### config.mk
export PLATFORM = sky130hd
export DESIGN_NAME = fct_top
export DESIGN_NICKNAME = d
export VERILOG_FILES = /design/src/rtl/fct_pkg.sv /design/src/rtl/fct_top.sv
export SDC_FILE = /design/constraint.sdc
export NUM_CORES = 1
export LEC_CHECK = 0
export BUFFER_PORTS_ARGS = -buffer_cell sky130_fd_sc_hd__buf_2
export CAP_MARGIN = 25
export CORE_MARGIN = 2
export CORE_UTILIZATION = 50
export CTS_BUF_LIST = sky130_fd_sc_hd__clkbuf_8
export DETAILED_ROUTE_END_ITERATION = 10
export PLACE_DENSITY = 0.7
export SLEW_MARGIN = 0
export SYNTH_ARGS = -nofsm -noshare
export SYNTH_HDL_FRONTEND = slang
export SYNTH_SLANG_ARGS = --single-unit
### constraint.sdc
create_clock -name mclk -period 12.6 [get_ports mclk]
set_input_delay 3.78 -clock mclk [delete_from_list [all_inputs] [get_ports mclk]]
set_output_delay 3.78 -clock mclk [all_outputs]
set_load 0.02 [all_outputs]
### src/rtl/fct_pkg.sv
/*
  Package for the four-channel counter/timer: register offsets, control word
  field positions, reset values, timing constants and carrier structs.
  Assumes a single 50 MHz clock and an AXI4-Lite register bus of 32 bits.
*/
package fct_pkg;

  localparam int unsigned FCT_CHANNELS = 4;
  localparam int unsigned FCT_ADDR_W = 6;

  // Register byte offsets
  localparam logic [5:0] FCT_OFF_CTRL0 = 6'h00;
  localparam logic [5:0] FCT_OFF_TC0 = 6'h04;
  localparam logic [5:0] FCT_OFF_CNT0 = 6'h08;
  localparam logic [5:0] FCT_CH_STRIDE = 6'h0c;
  localparam logic [5:0] FCT_OFF_VEC = 6'h30;
  localparam logic [5:0] FCT_OFF_ACK = 6'h34;
  localparam logic [5:0] FCT_OFF_RETI = 6'h38;
  localparam logic [5:0] FCT_OFF_STAT = 6'h3c;

  // Control word fields
  localparam int unsigned FCT_CW_IE = 7;
  localparam int unsigned FCT_CW_MODE = 6;
  localparam int unsigned FCT_CW_PRESC = 5;
  localparam int unsigned FCT_CW_EDGE = 4;
  localparam int unsigned FCT_CW_TRIG = 3;
  localparam int unsigned FCT_CW_TCF = 2;
  localparam int unsigned FCT_CW_SWRST = 1;

  localparam logic [7:0] FCT_CW_RESET = 8'h02;
  localparam logic [7:0] FCT_VEC_RESET = 8'h00;
  localparam logic [7:0] FCT_VEC_NONE = 8'hff;

  // Prescaler factors
  localparam int unsigned FCT_PRESC_LO = 16;
  localparam int unsigned FCT_PRESC_HI = 256;

  // AXI responses
  localparam logic [1:0] FCT_RESP_OKAY = 2'h0;
  localparam logic [1:0] FCT_RESP_SLVERR = 2'h2;

  typedef struct packed {
    logic ie;
    logic timer;
    logic presc_hi;
    logic rising;
    logic trig_wait;
  } fct_cfg_type;

  typedef struct packed {
    logic [FCT_ADDR_W-1:0] addr;
    logic [31:0] data;
    logic [3:0] strb;
  } fct_wreq_type;

endpackage

### src/rtl/fct_top.sv
/*
  Four-channel counter/timer with vectored, prioritized interrupts, reached
  over AXI4-Lite. Trigger inputs are taken as synchronous to mclk.
  Assumes one write and one read at most under way at a time.
*/
// Design decisions made here: the address map and the AXI4-Lite interface to the registers.
`timescale 1ns/1ns
module fct_top
  import fct_pkg::*;
#(
  parameter int unsigned NCH = FCT_CHANNELS
) (
  // Clock and reset
  input wire logic mclk,
  input wire logic rst,
  // AXI4-Lite write
  input wire logic [fct_pkg::FCT_ADDR_W-1:0] s_axi_awaddr,
  input wire logic s_axi_awvalid,
  output logic s_axi_awready,
  input wire logic [31:0] s_axi_wdata,
  input wire logic [3:0] s_axi_wstrb,
  input wire logic s_axi_wvalid,
  output logic s_axi_wready,
  output logic [1:0] s_axi_bresp,
  output logic s_axi_bvalid,
  input wire logic s_axi_bready,
  // AXI4-Lite read
  input wire logic [fct_pkg::FCT_ADDR_W-1:0] s_axi_araddr,
  input wire logic s_axi_arvalid,
  output logic s_axi_arready,
  output logic [31:0] s_axi_rdata,
  output logic [1:0] s_axi_rresp,
  output logic s_axi_rvalid,
  input wire logic s_axi_rready,
  // Channel pins
  input wire logic [3:0] count_trigger_input,
  output logic [2:0] zero_count_timeout_output,
  // Interrupt daisy chain
  input wire logic int_chain_in,
  output logic int_chain_out,
  output logic int_req
);
  import fct_pkg::*;

  ////////////////////////////////////////////////////////////////////////////
  // Write channel capture
  logic aw_held_r;
  logic w_held_r;
  fct_wreq_type wreq_r;
  logic wr_go;
  logic wr_err;

  assign s_axi_awready = !aw_held_r && !s_axi_bvalid;
  assign s_axi_wready = !w_held_r && !s_axi_bvalid;
  assign wr_go = aw_held_r && w_held_r && !s_axi_bvalid;

  always_ff @(posedge mclk or posedge rst) begin
    if (rst) begin
      aw_held_r <= 1'b0;
      w_held_r <= 1'b0;
      wreq_r <= '0;
    end else begin
      if (s_axi_awvalid && s_axi_awready) begin
        aw_held_r <= 1'b1;
        wreq_r.addr <= s_axi_awaddr;
      end else if (wr_go) begin
        aw_held_r <= 1'b0;
      end
      if (s_axi_wvalid && s_axi_wready) begin
        w_held_r <= 1'b1;
        wreq_r.data <= s_axi_wdata;
        wreq_r.strb <= s_axi_wstrb;
      end else if (wr_go) begin
        w_held_r <= 1'b0;
      end
    end
  end

  always_ff @(posedge mclk or posedge rst) begin
    if (rst) begin
      s_axi_bvalid <= 1'b0;
      s_axi_bresp <= FCT_RESP_OKAY;
    end else if (wr_go) begin
      s_axi_bvalid <= 1'b1;
      s_axi_bresp <= wr_err ? FCT_RESP_SLVERR : FCT_RESP_OKAY;
    end else if (s_axi_bready) begin
      s_axi_bvalid <= 1'b0;
    end
  end

  ////////////////////////////////////////////////////////////////////////////
  // Address decode
  logic [NCH-1:0] wr_ctrl;
  logic [NCH-1:0] wr_tc;
  logic wr_vec;
  logic wr_ack;
  logic wr_reti;
  logic lane0;

  assign lane0 = wreq_r.strb[0];

  always_comb begin
    wr_ctrl = '0;
    wr_tc = '0;
    wr_vec = 1'b0;
    wr_ack = 1'b0;
    wr_reti = 1'b0;
    wr_err = 1'b1;
    for (int i = 0; i < NCH; i++) begin
      if (wreq_r.addr == 6'(FCT_OFF_CTRL0 + 6'(i) * FCT_CH_STRIDE)) begin
        wr_ctrl[i] = wr_go && lane0;
        wr_err = 1'b0;
      end
      if (wreq_r.addr == 6'(FCT_OFF_TC0 + 6'(i) * FCT_CH_STRIDE)) begin
        wr_tc[i] = wr_go && lane0;
        wr_err = 1'b0;
      end
      if (wreq_r.addr == 6'(FCT_OFF_CNT0 + 6'(i) * FCT_CH_STRIDE)) begin
        wr_err = 1'b0;
      end
    end
    if (wreq_r.addr == FCT_OFF_VEC) begin
      wr_vec = wr_go && lane0;
      wr_err = 1'b0;
    end
    if (wreq_r.addr == FCT_OFF_RETI) begin
      wr_reti = wr_go;
      wr_err = 1'b0;
    end
    if (wreq_r.addr == FCT_OFF_ACK || wreq_r.addr == FCT_OFF_STAT) begin
      wr_err = 1'b0;
    end
  end

  ////////////////////////////////////////////////////////////////////////////
  // Prescaler: shared free divider giving /16 and /256 enables
  logic [7:0] presc_r;
  logic tick16;
  logic tick256;

  always_ff @(posedge mclk or posedge rst) begin
    if (rst) begin
      presc_r <= 8'h00;
    end else begin
      presc_r <= presc_r + 8'h01;
    end
  end

  assign tick16 = (presc_r[3:0] == 4'(FCT_PRESC_LO - 1));
  assign tick256 = (presc_r == 8'(FCT_PRESC_HI - 1));

  ////////////////////////////////////////////////////////////////////////////
  // Channels
  fct_cfg_type cfg_r [NCH];
  logic [NCH-1:0] run_r;
  logic [NCH-1:0] tc_pend_r;
  logic [NCH-1:0] armed_r;
  logic [7:0] tc_r [NCH];
  logic [7:0] cnt_r [NCH];
  logic [NCH-1:0] trig_q_r;
  logic [NCH-1:0] zero_hit;
  logic [NCH-1:0] trig_edge;
  logic [2:0] zc_r;

  for (genvar g = 0; g < NCH; g++) begin : g_ch
    logic dec;
    logic pre;
    logic [7:0] wbyte;

    assign wbyte = wreq_r.data[7:0];
    assign trig_edge[g] = cfg_r[g].rising ? (count_trigger_input[g] && !trig_q_r[g])
                                          : (!count_trigger_input[g] && trig_q_r[g]);
    assign pre = cfg_r[g].presc_hi ? tick256 : tick16;
    assign dec = run_r[g] && (cfg_r[g].timer ? pre : trig_edge[g]);
    assign zero_hit[g] = dec && (cnt_r[g] == 8'h01);

    always_ff @(posedge mclk or posedge rst) begin
      if (rst) begin
        trig_q_r[g] <= 1'b0;
      end else begin
        trig_q_r[g] <= count_trigger_input[g];
      end
    end

    // Control word decode; a write with the time-constant flag set routes the next write
    always_ff @(posedge mclk or posedge rst) begin
      if (rst) begin
        cfg_r[g] <= '0;
        tc_pend_r[g] <= 1'b0;
      end else if (wr_ctrl[g]) begin
        cfg_r[g].ie <= wbyte[FCT_CW_IE];
        cfg_r[g].timer <= wbyte[FCT_CW_MODE];
        cfg_r[g].presc_hi <= wbyte[FCT_CW_PRESC];
        cfg_r[g].rising <= wbyte[FCT_CW_EDGE];
        cfg_r[g].trig_wait <= wbyte[FCT_CW_TRIG];
        tc_pend_r[g] <= wbyte[FCT_CW_TCF];
      end else if (wr_tc[g]) begin
        tc_pend_r[g] <= 1'b0;
      end
    end

    always_ff @(posedge mclk or posedge rst) begin
      if (rst) begin
        tc_r[g] <= 8'h00;
      end else if (wr_tc[g] || (wr_ctrl[g] && tc_pend_r[g])) begin
        tc_r[g] <= wbyte; // 8'h00 counts 256
      end
    end

    // Run control: software reset stops; a time constant starts or arms
    always_ff @(posedge mclk or posedge rst) begin
      if (rst) begin
        run_r[g] <= 1'b0;
        armed_r[g] <= 1'b0;
      end else if (wr_ctrl[g] && !tc_pend_r[g] && wbyte[FCT_CW_SWRST]) begin
        run_r[g] <= 1'b0;
        armed_r[g] <= 1'b0;
      end else if (wr_tc[g] || (wr_ctrl[g] && tc_pend_r[g])) begin
        if (cfg_r[g].timer && cfg_r[g].trig_wait) begin
          run_r[g] <= run_r[g];
          armed_r[g] <= !run_r[g];
        end else begin
          run_r[g] <= 1'b1;
        end
      end else if (armed_r[g] && trig_edge[g]) begin
        run_r[g] <= 1'b1;
        armed_r[g] <= 1'b0;
      end
    end

    always_ff @(posedge mclk or posedge rst) begin
      if (rst) begin
        cnt_r[g] <= 8'h00;
      end else if ((wr_tc[g] || (wr_ctrl[g] && tc_pend_r[g])) && !run_r[g]) begin
        cnt_r[g] <= wbyte;
      end else if (zero_hit[g]) begin
        cnt_r[g] <= tc_r[g];
      end else if (dec) begin
        cnt_r[g] <= cnt_r[g] - 8'h01;
      end
    end
  end

  // Timeout pulses exist for channels 0..2 only
  always_ff @(posedge mclk or posedge rst) begin
    if (rst) begin
      zc_r <= 3'h0;
    end else begin
      zc_r <= zero_hit[2:0];
    end
  end
  assign zero_count_timeout_output = zc_r;

  ////////////////////////////////////////////////////////////////////////////
  // Interrupts: pending, in-service, priority and vector
  logic [NCH-1:0] pend_r;
  logic [NCH-1:0] insvc_r;
  logic [7:0] vbase_r;
  logic [NCH-1:0] grant;
  logic [NCH-1:0] svc_top;
  logic [NCH-1:0] ack_take;
  logic [7:0] ack_vec;
  logic ack_rd;

  // Highest-priority pending channel not blocked by service at equal or higher priority
  always_comb begin
    logic blocked;
    blocked = !int_chain_in;
    grant = '0;
    for (int i = 0; i < NCH; i++) begin
      if (insvc_r[i]) begin
        blocked = 1'b1;
      end else if (pend_r[i] && !blocked) begin
        grant[i] = 1'b1;
        blocked = 1'b1;
      end
    end
  end

  always_comb begin
    logic found;
    found = 1'b0;
    svc_top = '0;
    for (int i = 0; i < NCH; i++) begin
      if (insvc_r[i] && !found) begin
        svc_top[i] = 1'b1;
        found = 1'b1;
      end
    end
  end

  always_comb begin
    ack_vec = FCT_VEC_NONE;
    for (int i = 0; i < NCH; i++) begin
      if (grant[i]) begin
        ack_vec = {vbase_r[7:3], 2'(i), 1'b0};
      end
    end
  end

  assign ack_take = ack_rd ? grant : '0;
  assign int_req = |grant;
  assign int_chain_out = int_chain_in && (insvc_r == '0) && (pend_r == '0);

  always_ff @(posedge mclk or posedge rst) begin
    if (rst) begin
      vbase_r <= FCT_VEC_RESET;
    end else if (wr_vec) begin
      vbase_r <= wreq_r.data[7:0];
    end
  end

  always_ff @(posedge mclk or posedge rst) begin
    if (rst) begin
      pend_r <= '0;
    end else begin
      for (int i = 0; i < NCH; i++) begin
        if (zero_hit[i] && cfg_r[i].ie) begin
          pend_r[i] <= 1'b1;
        end else if (ack_take[i] || (wr_ctrl[i] && !cfg_r[i].ie && !wreq_r.data[FCT_CW_IE])) begin
          pend_r[i] <= 1'b0;
        end
      end
    end
  end

  always_ff @(posedge mclk or posedge rst) begin
    if (rst) begin
      insvc_r <= '0;
    end else begin
      insvc_r <= (insvc_r & ~(wr_reti ? svc_top : '0)) | ack_take;
    end
  end

  ////////////////////////////////////////////////////////////////////////////
  // Read channel
  logic [31:0] rd_data;
  logic rd_err;

  assign s_axi_arready = !s_axi_rvalid;
  assign ack_rd = s_axi_arvalid && s_axi_arready && (s_axi_araddr == FCT_OFF_ACK);

  always_comb begin
    rd_data = 32'h0000_0000;
    rd_err = 1'b1;
    for (int i = 0; i < NCH; i++) begin
      if (s_axi_araddr == 6'(FCT_OFF_CTRL0 + 6'(i) * FCT_CH_STRIDE)) begin
        rd_data = {24'h0, cfg_r[i], tc_pend_r[i], !run_r[i], 1'b0};
        rd_err = 1'b0;
      end
      if (s_axi_araddr == 6'(FCT_OFF_TC0 + 6'(i) * FCT_CH_STRIDE)) begin
        rd_data = {24'h0, tc_r[i]};
        rd_err = 1'b0;
      end
      if (s_axi_araddr == 6'(FCT_OFF_CNT0 + 6'(i) * FCT_CH_STRIDE)) begin
        rd_data = {24'h0, cnt_r[i]};
        rd_err = 1'b0;
      end
    end
    if (s_axi_araddr == FCT_OFF_VEC) begin
      rd_data = {24'h0, vbase_r};
      rd_err = 1'b0;
    end
    if (s_axi_araddr == FCT_OFF_ACK) begin
      rd_data = {24'h0, ack_vec};
      rd_err = 1'b0;
    end
    if (s_axi_araddr == FCT_OFF_STAT) begin
      rd_data = {20'h0, armed_r, insvc_r, pend_r};
      rd_err = 1'b0;
    end
    if (s_axi_araddr == FCT_OFF_RETI) begin
      rd_err = 1'b0;
    end
  end

  always_ff @(posedge mclk or posedge rst) begin
    if (rst) begin
      s_axi_rvalid <= 1'b0;
      s_axi_rdata <= 32'h0000_0000;
      s_axi_rresp <= FCT_RESP_OKAY;
    end else if (s_axi_arvalid && s_axi_arready) begin
      s_axi_rvalid <= 1'b1;
      s_axi_rdata <= rd_data;
      s_axi_rresp <= rd_err ? FCT_RESP_SLVERR : FCT_RESP_OKAY;
    end else if (s_axi_rready) begin
      s_axi_rvalid <= 1'b0;
    end
  end

  ////////////////////////////////////////////////////////////////////////////
  // Assertions
  property p_reload;
    @(posedge mclk) disable iff (rst)
    zero_hit[0] |=> cnt_r[0] == $past(tc_r[0]);
  endproperty
  a_reload: assert property (p_reload) else $error("counter did not reload at zero");

  property p_zc;
    @(posedge mclk) disable iff (rst)
    zero_hit[1] |=> zero_count_timeout_output[1] ##1 !zero_count_timeout_output[1] || zero_hit[1];
  endproperty
  a_zc: assert property (p_zc) else $error("timeout pulse wrong");

  property p_irq_en;
    @(posedge mclk) disable iff (rst)
    $rose(pend_r[1]) |-> $past(cfg_r[1].ie) && $past(zero_hit[1]);
  endproperty
  a_irq_en: assert property (p_irq_en) else $error("interrupt without enable");

  property p_dec;
    @(posedge mclk) disable iff (rst)
    run_r[0] && !cfg_r[0].timer && !trig_edge[0] && !wr_tc[0] && !wr_ctrl[0] |=> $stable(cnt_r[0]);
  endproperty
  a_dec: assert property (p_dec) else $error("counter moved without trigger");

  property p_presc;
    @(posedge mclk) disable iff (rst)
    tick256 |-> tick16 ##1 !tick16 [*8];
  endproperty
  a_presc: assert property (p_presc) else $error("prescaler ticks wrong");

  property p_prio;
    @(posedge mclk) disable iff (rst)
    grant[1] |-> !pend_r[0] && !insvc_r[0];
  endproperty
  a_prio: assert property (p_prio) else $error("priority violated");

  property p_vec;
    @(posedge mclk) disable iff (rst)
    grant[3] |-> ack_vec[2:1] == 2'h3 && ack_vec[7:3] == vbase_r[7:3];
  endproperty
  a_vec: assert property (p_vec) else $error("vector wrong");

  property p_svc;
    @(posedge mclk) disable iff (rst)
    ack_take[3] && !zero_hit[3] |=> insvc_r[3] && !pend_r[3];
  endproperty
  a_svc: assert property (p_svc) else $error("acknowledge not recorded");

endmodule

==> out/qor.csv, run 1 <==
stage,metric,value,unit
run_status,status,"complete, no violations",
placed_design,port_buffers,56,
placed_design,hpwl,16450,µm
synth,synthTopCellsByCount,"dfrtp_1 (160), nor2_1 (80), mux2_2 (67)",
pwr,ir_worst_vdd,0.07278,mV
clock_network,clock_path_buffers,2,
finish,fillers,1521,
finish,num_antenna_cells,0,
synth,ys_types,74,
synth,synth_seq_cells,160,
clock_network,ctsResizeCount,0,
min_path,min_path_cells,1,
setup_path,crit_chain,"buf_2, or2b_2, o41ai_1, buf_2",
floorplan,io_pins,106,
synth,postSynthAreaPerCell,10.21,µm²
timing,post-route-min-period,8863,ps
timing,relSlewSlack,28.91,%
synth,async_flop_share,100.0,%
global_routing,grt_max_degree,101,
global_routing,grt.total_usage,26.88,%
synth,synth-main-ff-cell,dfrtp_1,
setup_path,crit_path_frequent_cell,buf_2,
finish,drive_gt1_share,20.52,%
setup_path,cp.required,8820,ps
setup_path,reg2reg_slack,9940,ps
floorplan,die_y,137.5,µm
placed_design,gp_congestion,0.9341,
min_path,hold_path.class,reg -> reg,
timing,hold_violations,0,
clock_network,insertion_delay,470,ps
drt,vias_per_cell,6.218,
synth,synth_top_area_share,44.94,%
setup_path,rr_startpoint,s_axi_bvalid,
floorplan,floorplan.initialDensity,51.33,%
finish,multi_input_area,4419,µm²
floorplan,die-width,137.5,µm
setup_path,path_buf_inv,2,
setup_path,cp_slowest_stage_delay,620,ps
drt,drcViolationCount,0,
floorplan,die_area,18900,µm²
drt,ant_nets,0,
floorplan,rows,48,
setup_path,critPathSlowestCell,o41ai_1,
global_routing,grt_pass1_vias,6625,
clock_network,cts_root_buf,clkbuf_8,
clock_network,cts_tree,done,
min_path,hold_path_startpoint,presc_r[0],
drt,wl_per_cell,21.11,µm
setup_path,r2r_end,cnt_r[5],
clock_network,postCtsHoldBufs,0,
setup_path,crit_type,in -> out,
timing,setup_tns,0,ps
timing,finClkSkew,12.36,ps
timing,slew_violations,0,
pwr,p_leak,4.316,nW
drt,routed_wl,24090,µm
setup_path,crit_family,compound AO/OA/AOI/OAI gates,
timing,worstMarginPinSlew,1059,ps
clock_network,numCtsBuffers,17,
synth,synthTopCellsByArea,"dfrtp_1 (45%), mux2_2 (8.5%), a221o_1 (3.8%), nor2_1 (3.4%), nand2_1 (2.8%)",
setup_path,cp-start-kind,primary input,
global_routing,antenna_found_initial,0,
clock_network,clk_pin_slew,80,ps
drt,first_pass_iters,5,
setup_path,r2r_cells,5,
finish,regArea,4004,µm²
timing,grt_setup_unrepaired,false,
job,cap_violations,0,
global_routing,grt_pass1_wl,37850,µm
synth,synth_edf_count,0,
synth,yosys.area.top_type,dfrtp_1,
finish,nNetsFinal,972,
placed_design,postPlaceCellArea,9175,µm²
clock_network,htreeDepth,4,
finish,finalInstanceArea,9597,µm²
timing,fmax,112.8,MHz
setup_path,worstSetupEndpointType,output pin,
setup_path,arrival,5080,ps
pwr,power.density,202.5,nW/µm²
synth,yosysMostFrequentCell,dfrtp_1,
floorplan,core,17360,µm²
timing,timing.final.crit_share,70.34,%
min_path,whs_endpoint,presc_r[0],
synth,yosysSeqAreaShare,44.94,%
global_routing,gr-total-overflow,0,
timing,setup_viol,0,
synth,syn_area,8910,µm²
clock_network,cts_setup_buffers,0,
drt,vias,7095,
drt,drtIter0Drc,790,
pwr,total_power,1.944,mW
clock_network,cts.sinks,160,
synth,synth_warnings,0,
setup_path,critical_path.max_fanout,5,
synth,syn_inst,873,
finish,area_growth,7.710,%
[power breakdown]
part	internal (mW)	switching (mW)	leakage, nW
Sequential	0.664	0.273	2.09
Clock	0.206	0.199	0.206
Combinational	0.296	0.305	2.02
Total	1.17	0.777	4.32
[logic make-up (layout without fill, tap and decap cells)]
family	after synthesis	after routing	synth area share [%]
simple gates	249	249	14.10
compound gates	236	236	18.89
flops	160	160	44.94
buf+inv	108	130	6.404
mux	86	86	12.01
xor+xnor	24	24	2.359
fa+ha+maj	9	9	1.264
other cells	1	22	0.04209
[layout make-up]
class,count,share of cell area [%]
flip-flops and latches,160,41.72
multi-input cells,626,46.05
inverters,36,1.512
clock inverters,13,1.669
repair buffers,62,3.390
well taps,225,2.934
clock buffers,19,2.725
[stage by stage]
step	std cells	util (%)	hold WS, ps	worst slack (ps)
after floorplan	894	-	443.2	3788
after detailed placement	1109	52.86	464.3	3784
after global placement	1109	52.86	458.9	3812
after global routing	1141	55.29	499.5	3671
final	1141	55.29	474.3	3737
after CTS	1141	55.29	480.7	3782
[state kept, by name, indices dropped and copies added (netlist names), 6 cells and up]
register	flops
g_ch.wbyte	8
presc_r	8
wreq_r	6
cfg_r	20
vbase_r	8
s_axi_rdata	12
cnt_r	32
tc_r	32
[layer usage]
| metal | track usage [%] | vias to the layer above | wire length (µm) |
|---|---|---|---|
| met1 | 38.20 | 3507 | 10760 |
| met2 | 40.16 | 292 | 10930 |
| met4 | 9.450 | 0 | 653 |
| met3 | 6.659 | 40 | 1743 |
| li1 | - | 3256 | - |
| met5 | 0 | - | 0 |
[cell usage in the layout, fill, tap and decap left out, types with 17 or more instances in the layout]
| master | n |
|---|---|
| dfrtp_1 | 160 |
| nor2_1 | 80 |
| mux2_2 | 67 |
| nand2_1 | 66 |
| buf_2 | 56 |
| o21ai_0 | 47 |
| a21oi_1 | 39 |
| inv_1 | 34 |
| a221o_1 | 34 |
| a211oi_1 | 27 |
| conb_1 | 22 |
| clkbuf_8 | 19 |
| nand3_1 | 17 |
[worst max path at each step]
stage                            start      end  slack (ps)  cells after the start
final                     int_chain_in  int_req        3740                      4
after floorplan           int_chain_in  int_req        3790                      2
after global routing      int_chain_in  int_req        3670                      4
after CTS                 int_chain_in  int_req        3780                      4
after global placement    int_chain_in  int_req        3810                      4
after detailed placement  int_chain_in  int_req        3780                      4
No activity file was read; power rests on OpenSTA's default activity.
==> run 2, diff against run 1 <==
==> constraint.sdc (replaced) <==
create_clock -name mclk -period 9.26 [get_ports mclk]
set_input_delay 2.778 -clock mclk [delete_from_list [all_inputs] [get_ports mclk]]
set_output_delay 2.778 -clock mclk [all_outputs]
set_load 0.02 [all_outputs]
==> run 2 against run 1 <==
Against the previous run: die area unchanged; cell count unchanged; register-to-register slack got worse by 3400 ps; combinational power increased by 37%; largest power group unchanged; global-route usage decreased by 0.25 points; sequential power increased by 37%; final area about the same; first-iteration DRC count decreased by 17%; setup slack got worse by 1300 ps; power increased by 37%; clock skew about the same.
==> out/qor.csv, run 2 (synthesis gave the netlist of run 1 again) <==
stage,metric,value,unit
setup_path,cp.required,6480,ps
global_routing,grt_pass1_wl,37560,µm
job,cap_violations,0,
run_status,status,"complete, no violations",
clock_network,numCtsBuffers,17,
pwr,pwr-share-seq,48.1,%
drt,vias,7173,
drt,drtIter0Drc,654,
timing,hold_violations,0,
finish,finalInstanceArea,9602,µm²
pwr,p_int,1.584,mW
timing,grt_setup_unrepaired,false,
pwr,power.density,276.8,nW/µm²
finish,num_antenna_cells,0,
clock_network,cts_setup_buffers,0,
clock_network,postCtsHoldBufs,0,
global_routing,grt_pass1_vias,6542,
floorplan,die_y,137.5,µm
placed_design,port_buffers,56,
placed_design,postPlaceCellArea,9168,µm²
floorplan,core,17360,µm²
setup_path,worstSetupEndpointType,output pin,
setup_path,critical_path.max_fanout,5,
setup_path,crit_type,in -> out,
clock_network,clock_path_buffers,2,
placed_design,gp_congestion,0.8973,
placed_design,hpwl,16380,µm
timing,worstMarginPinSlew,988.5,ps
pwr,ir_worst_vdd,0.1210,mV
setup_path,rr_startpoint,s_axi_bvalid,
clock_network,cts.sinks,160,
pwr,p_leak,4.316,nW
min_path,hold_path.class,reg -> reg,
drt,first_pass_iters,7,
pwr,switching_share,40.40,%
pwr,p_sw,1.074,mW
floorplan,io_pins,106,
timing,finClkSkew,12.56,ps
timing,fmax,146.5,MHz
global_routing,grt_max_degree,100,
floorplan,rows,48,
timing,relSlewSlack,33.79,%
placed_design,dp_cells,1108,
timing,post-route-min-period,6828,ps
clock_network,clk_pin_slew,80,ps
finish,fillers,1555,
placed_design,dpl_worst_slack,2427,ps
timing,setup_viol,0,
floorplan,floorplan.initialDensity,51.33,%
setup_path,arrival,4050,ps
finish,layout.cells.most_common,dfrtp_1,
clock_network,cts_root_buf,clkbuf_8,
finish,nNetsFinal,972,
finish,area_growth,7.766,%
min_path,hold_path_startpoint,s_axi_rdata[1],
floorplan,die-width,137.5,µm
clock_network,ctsResizeCount,0,
timing,slew_violations,0,
pwr,p_clk_share,21.0,%
global_routing,gr-total-overflow,0,
timing,fin_ws,2432,ps
drt,wl_per_cell,21.05,µm
timing,timing.final.crit_share,73.74,%
clock_network,htreeDepth,4,
timing,setup_tns,0,ps
finish,fin_cells,1141,
setup_path,startpoint,int_chain_in,
finish,mostFrequentLayoutCells,"dfrtp_1 (160), nor2_1 (80), mux2_2 (67), nand2_1 (66), buf_2 (56)",
drt,ant_nets,0,
drt,drcViolationCount,0,
finish,drive_gt1_share,20.63,%
clock_network,cts_tree,done,
clock_network,insertion_delay,470,ps
finish,top_regs,"cnt_r: 32 flops, tc_r: 32 flops, cfg_r: 20 flops",
drt,routed_wl,24020,µm
pwr,pwr-share-comb,30.9,%
setup_path,cp-start-kind,primary input,
global_routing,grt.total_usage,26.63,%
floorplan,die_area,18900,µm²
drt,vias_per_cell,6.287,
global_routing,antenna_found_initial,0,
run 2: final timing paths:
kind                             endpoint  slack [ps]  cells past startpoint
min in group asynchronous      presc_r[0]        2500                      2
max in group asynchronous        cfg_r[1]        5410                      3
hold / removal             s_axi_rdata[1]         480                      2
setup reg to reg                 cnt_r[6]        6570                      5
setup / recovery                  int_req        2430                      4
hold reg to reg            s_axi_rdata[1]         480                      2
run 2: final cells by class:
class	instances	area [µm²]	area share [%]
Sequential cell	160	4004	41.70
Timing Repair Buffer	62	325.3	3.388
Tap cell	225	281.5	2.932
Clock inverter	14	178.9	1.863
Multi-Input combinational cell	626	4419	46.03
Clock buffer	18	247.7	2.580
Inverter	36	145.1	1.512
run 2: metal layers:
metal / wire (µm) / track usage, % / part of all wire (%) / vias up
li1: - / - / - / 3251
met4: 680 / 9.737 / 2.8 / 0
met1: 10840 / 38.96 / 45 / 3568
met3: 1626 / 4.378 / 6.8 / 45
met5: 0 / 0 / 0 / -
met2: 10880 / 39.94 / 45 / 309
run 2: power groups by stage:
stage | sequential (mW) | combinational (mW) | clock, mW
after CTS | 1.26 | 0.819 | 0.565
after global routing | 1.30 | 0.911 | 0.592
final | 1.28 | 0.822 | 0.557
after global placement | 1.27 | 0.789 | 0
after detailed placement | 1.27 | 0.808 | 0
after floorplan | 1.10 | 0.708 | 0
run 2: per-stage QoR:
| step | hold slack, ps | util (%) | total power, mW |
|---|---|---|---|
| 2_1_floorplan | 443.2 | - | 1.803 |
| 3_3_place_gp | 458.7 | 52.82 | 2.054 |
| 3_5_place_dp | 467.8 | 52.82 | 2.079 |
| 4_1_cts | 486.8 | 55.28 | 2.642 |
| 5_1_grt | 503.8 | 55.32 | 2.805 |
| 6_report | 482.5 | 55.32 | 2.658 |
run 2: worst max-delay path: stages:
cell and delay (ps):
buf_2 80, or2b_2 330, o41ai_1 590, buf_2 280
==> run 3, diff against run 2 <==
--- a/config.mk
+++ b/config.mk
@@ -11,7 +11,7 @@
 export CORE_UTILIZATION = 50
 export CTS_BUF_LIST = sky130_fd_sc_hd__clkbuf_8
 export DETAILED_ROUTE_END_ITERATION = 10
-export PLACE_DENSITY = 0.7
+export PLACE_DENSITY = 0.73
 export SLEW_MARGIN = 0
 export SYNTH_ARGS = -nofsm -noshare
 export SYNTH_HDL_FRONTEND = slang
==> constraint.sdc (replaced) <==
create_clock -name mclk -period 5.85 [get_ports mclk]
set_input_delay 1.755 -clock mclk [delete_from_list [all_inputs] [get_ports mclk]]
set_output_delay 1.755 -clock mclk [all_outputs]
set_load 0.02 [all_outputs]
==> run 3 against run 2 <==
Against the previous run: register-to-register slack worse by 3400 ps; final area grew 0.85%; sequential cell count did not move; setup slack worse by 1400 ps; sequential power up 58%; largest cell class unchanged; combinational power rose by 57%; critical path depth did not move.
==> out/qor.csv, run 3 (synthesis gave the netlist of run 1 again) <==
stage,metric,value,unit
floorplan,die_y,137.5,µm
finish,num_antenna_cells,0,
setup_path,critPathSlowestCell,o41ai_1,
pwr,switching_share,38.99,%
clock_network,numCtsBuffers,17,
drt,first_pass_iters,6,
setup_path,critical_path.max_fanout,5,
floorplan,io_pins,106,
timing,worstMarginPinSlew,947.8,ps
setup_path,r2r_end,cnt_r[7],
pwr,p_clk_share,22.9,%
setup_path,worstSetupEndpointType,output pin,
global_routing,gr-total-overflow,0,
pwr,p_leak,4.357,nW
global_routing,grt_pass1_vias,6676,
timing,slew_violations,0,
drt,ant_nets,0,
timing,setup_viol,0,
run_status,status,"complete, no violations",
setup_path,crit_path_frequent_cell,buf_2,
finish,top_regs,"cnt_r: 32 flops, tc_r: 32 flops, cfg_r: 20 flops",
pwr,pwr-share-seq,47.0,%
timing,timing.final.crit_share,81.50,%
global_routing,grt_max_degree,161,
clock_network,insertion_delay,480,ps
job,cap_violations,0,
timing,finClkSkew,12.83,ps
pwr,ir_worst_vdd,0.1770,mV
timing,hold_violations,0,
floorplan,rows,48,
placed_design,gp_congestion,0.9007,
setup_path,r2r_cells,5,
timing,setup_tns,0,ps
drt,drcViolationCount,0,
clock_network,ctsResizeCount,0,
timing,relSlewSlack,36.47,%
timing,fin_ws,1082,ps
min_path,hold_path.class,reg -> reg,
clock_network,clk_pin_slew,90,ps
pwr,p_int,2.615,mW
finish,final_core_util,55.79,%
pwr,pwr-share-comb,30.1,%
clock_network,clock_path_buffers,2,
setup_path,crit_family,compound AO/OA/AOI/OAI gates,
floorplan,core,17360,µm²
pwr,p_sw,1.671,mW
timing,grt_setup_unrepaired,false,
floorplan,die_area,18900,µm²
finish,fillers,1552,
drt,wl_per_cell,20.82,µm
setup_path,crit_chain,"buf_2, or2b_2, o41ai_1, buf_2",
floorplan,die-width,137.5,µm
floorplan,floorplan.initialDensity,51.33,%
pwr,total_power,4.286,mW
setup_path,crit_type,in -> out,
timing,post-route-min-period,4768,ps
clock_network,cts_root_buf,clkbuf_8,
setup_path,cp_num_cells,4,
finish,nNetsFinal,974,
clock_network,postCtsHoldBufs,0,
clock_network,htreeDepth,4,
finish,drive_gt1_share,20.70,%
timing,fmax,209.7,MHz
drt,routed_wl,23800,µm
clock_network,cts.sinks,160,
clock_network,cts_setup_buffers,0,
global_routing,grt_pass1_wl,38040,µm
setup_path,cp-start-kind,primary input,
placed_design,dpl_worst_slack,1139,ps
finish,mostFrequentLayoutCells,"dfrtp_1 (160), nor2_1 (80), mux2_2 (67), nand2_1 (66), buf_2 (56)",
pwr,power.density,442.6,nW/µm²
setup_path,cp_slowest_stage_delay,580,ps
timing,timing.hold.ws,472.0,ps
drt,vias,7152,
finish,layout.cells.most_common,dfrtp_1,
placed_design,port_buffers,56,
setup_path,cp.required,4090,ps
drt,drtIter0Drc,804,
setup_path,arrival,3010,ps
global_routing,grt.total_usage,26.89,%
setup_path,rr_startpoint,s_axi_bvalid,
setup_path,reg2reg_slack,3160,ps
clock_network,cts_tree,done,
finish,area_growth,8.679,%
setup_path,startpoint,int_chain_in,
setup_path,path_buf_inv,2,
global_routing,antenna_found_initial,0,
drt,vias_per_cell,6.257,
placed_design,hpwl,16410,µm
setup_path,critPathCapture,int_req,
## run 3: changes by cell type in the layout (fill, tap and decap cells not counted)
cell       delta
inv_6         -5
clkbuf_8      +2
buf_12        +1
inv_1         +1
bufinv_16     +2
clkbuf_4      +1
clkinv_2      -1
inv_8         +1
## run 3: layout make-up
type                       count  area (µm²)  area share, %
sequential                   160        4004          41.35
multi-input combinational    626        4419          45.64
inverter                      36       143.9          1.486
tap                          225       281.5          2.907
timing repair buffer          64       352.8          3.644
clock buffer                  20       275.3          2.843
clock inverter                12       206.4          2.132
## run 3: worst min-delay path by stage
| stage | end | cells after the start | slack [ps] | start |
|---|---|---|---|---|
| 2_1_floorplan | presc_r[0] | 1 | 440 | presc_r[0] |
| 3_3_place_gp | presc_r[0] | 1 | 460 | presc_r[0] |
| 3_5_place_dp | presc_r[0] | 1 | 460 | presc_r[0] |
| 4_1_cts | presc_r[0] | 1 | 480 | presc_r[0] |
| 5_1_grt | presc_r[4] | 1 | 510 | presc_r[4] |
| 6_report | presc_r[0] | 1 | 470 | presc_r[0] |
## run 3: routing by layer
layer	GRT usage (%)	vias up	wire (µm)
met5	0	-	0
met3	5.482	44	1947
li1	-	3256	-
met1	38.43	3517	10380
met4	8.992	0	556
met2	40.96	335	10920
## run 3: stage by stage
step,area [µm²],instances
final,9683,1143
after global routing,9683,1143
after CTS,9676,1142
after detailed placement,9194,1110
after global placement,9194,1110
after floorplan,8992,894
## run 3: worst reg2reg max path, stage by stage, from the launching register on
cell and delay [ps]:
dfrtp_1 450, and3b_1 470, and4bb_2 340, nand2_1 390, nor2_1 710, a221o_1 270
## run 3: power by group through the flow
stage | Sequential [mW] | Combinational (mW) | Clock [mW]
6_report | 2.02 | 1.29 | 0.980
5_1_grt | 2.07 | 1.43 | 1.04
4_1_cts | 1.99 | 1.29 | 0.993
3_5_place_dp | 2.02 | 1.28 | 0
3_3_place_gp | 2.00 | 1.25 | 0
2_1_floorplan | 1.73 | 1.12 | 0
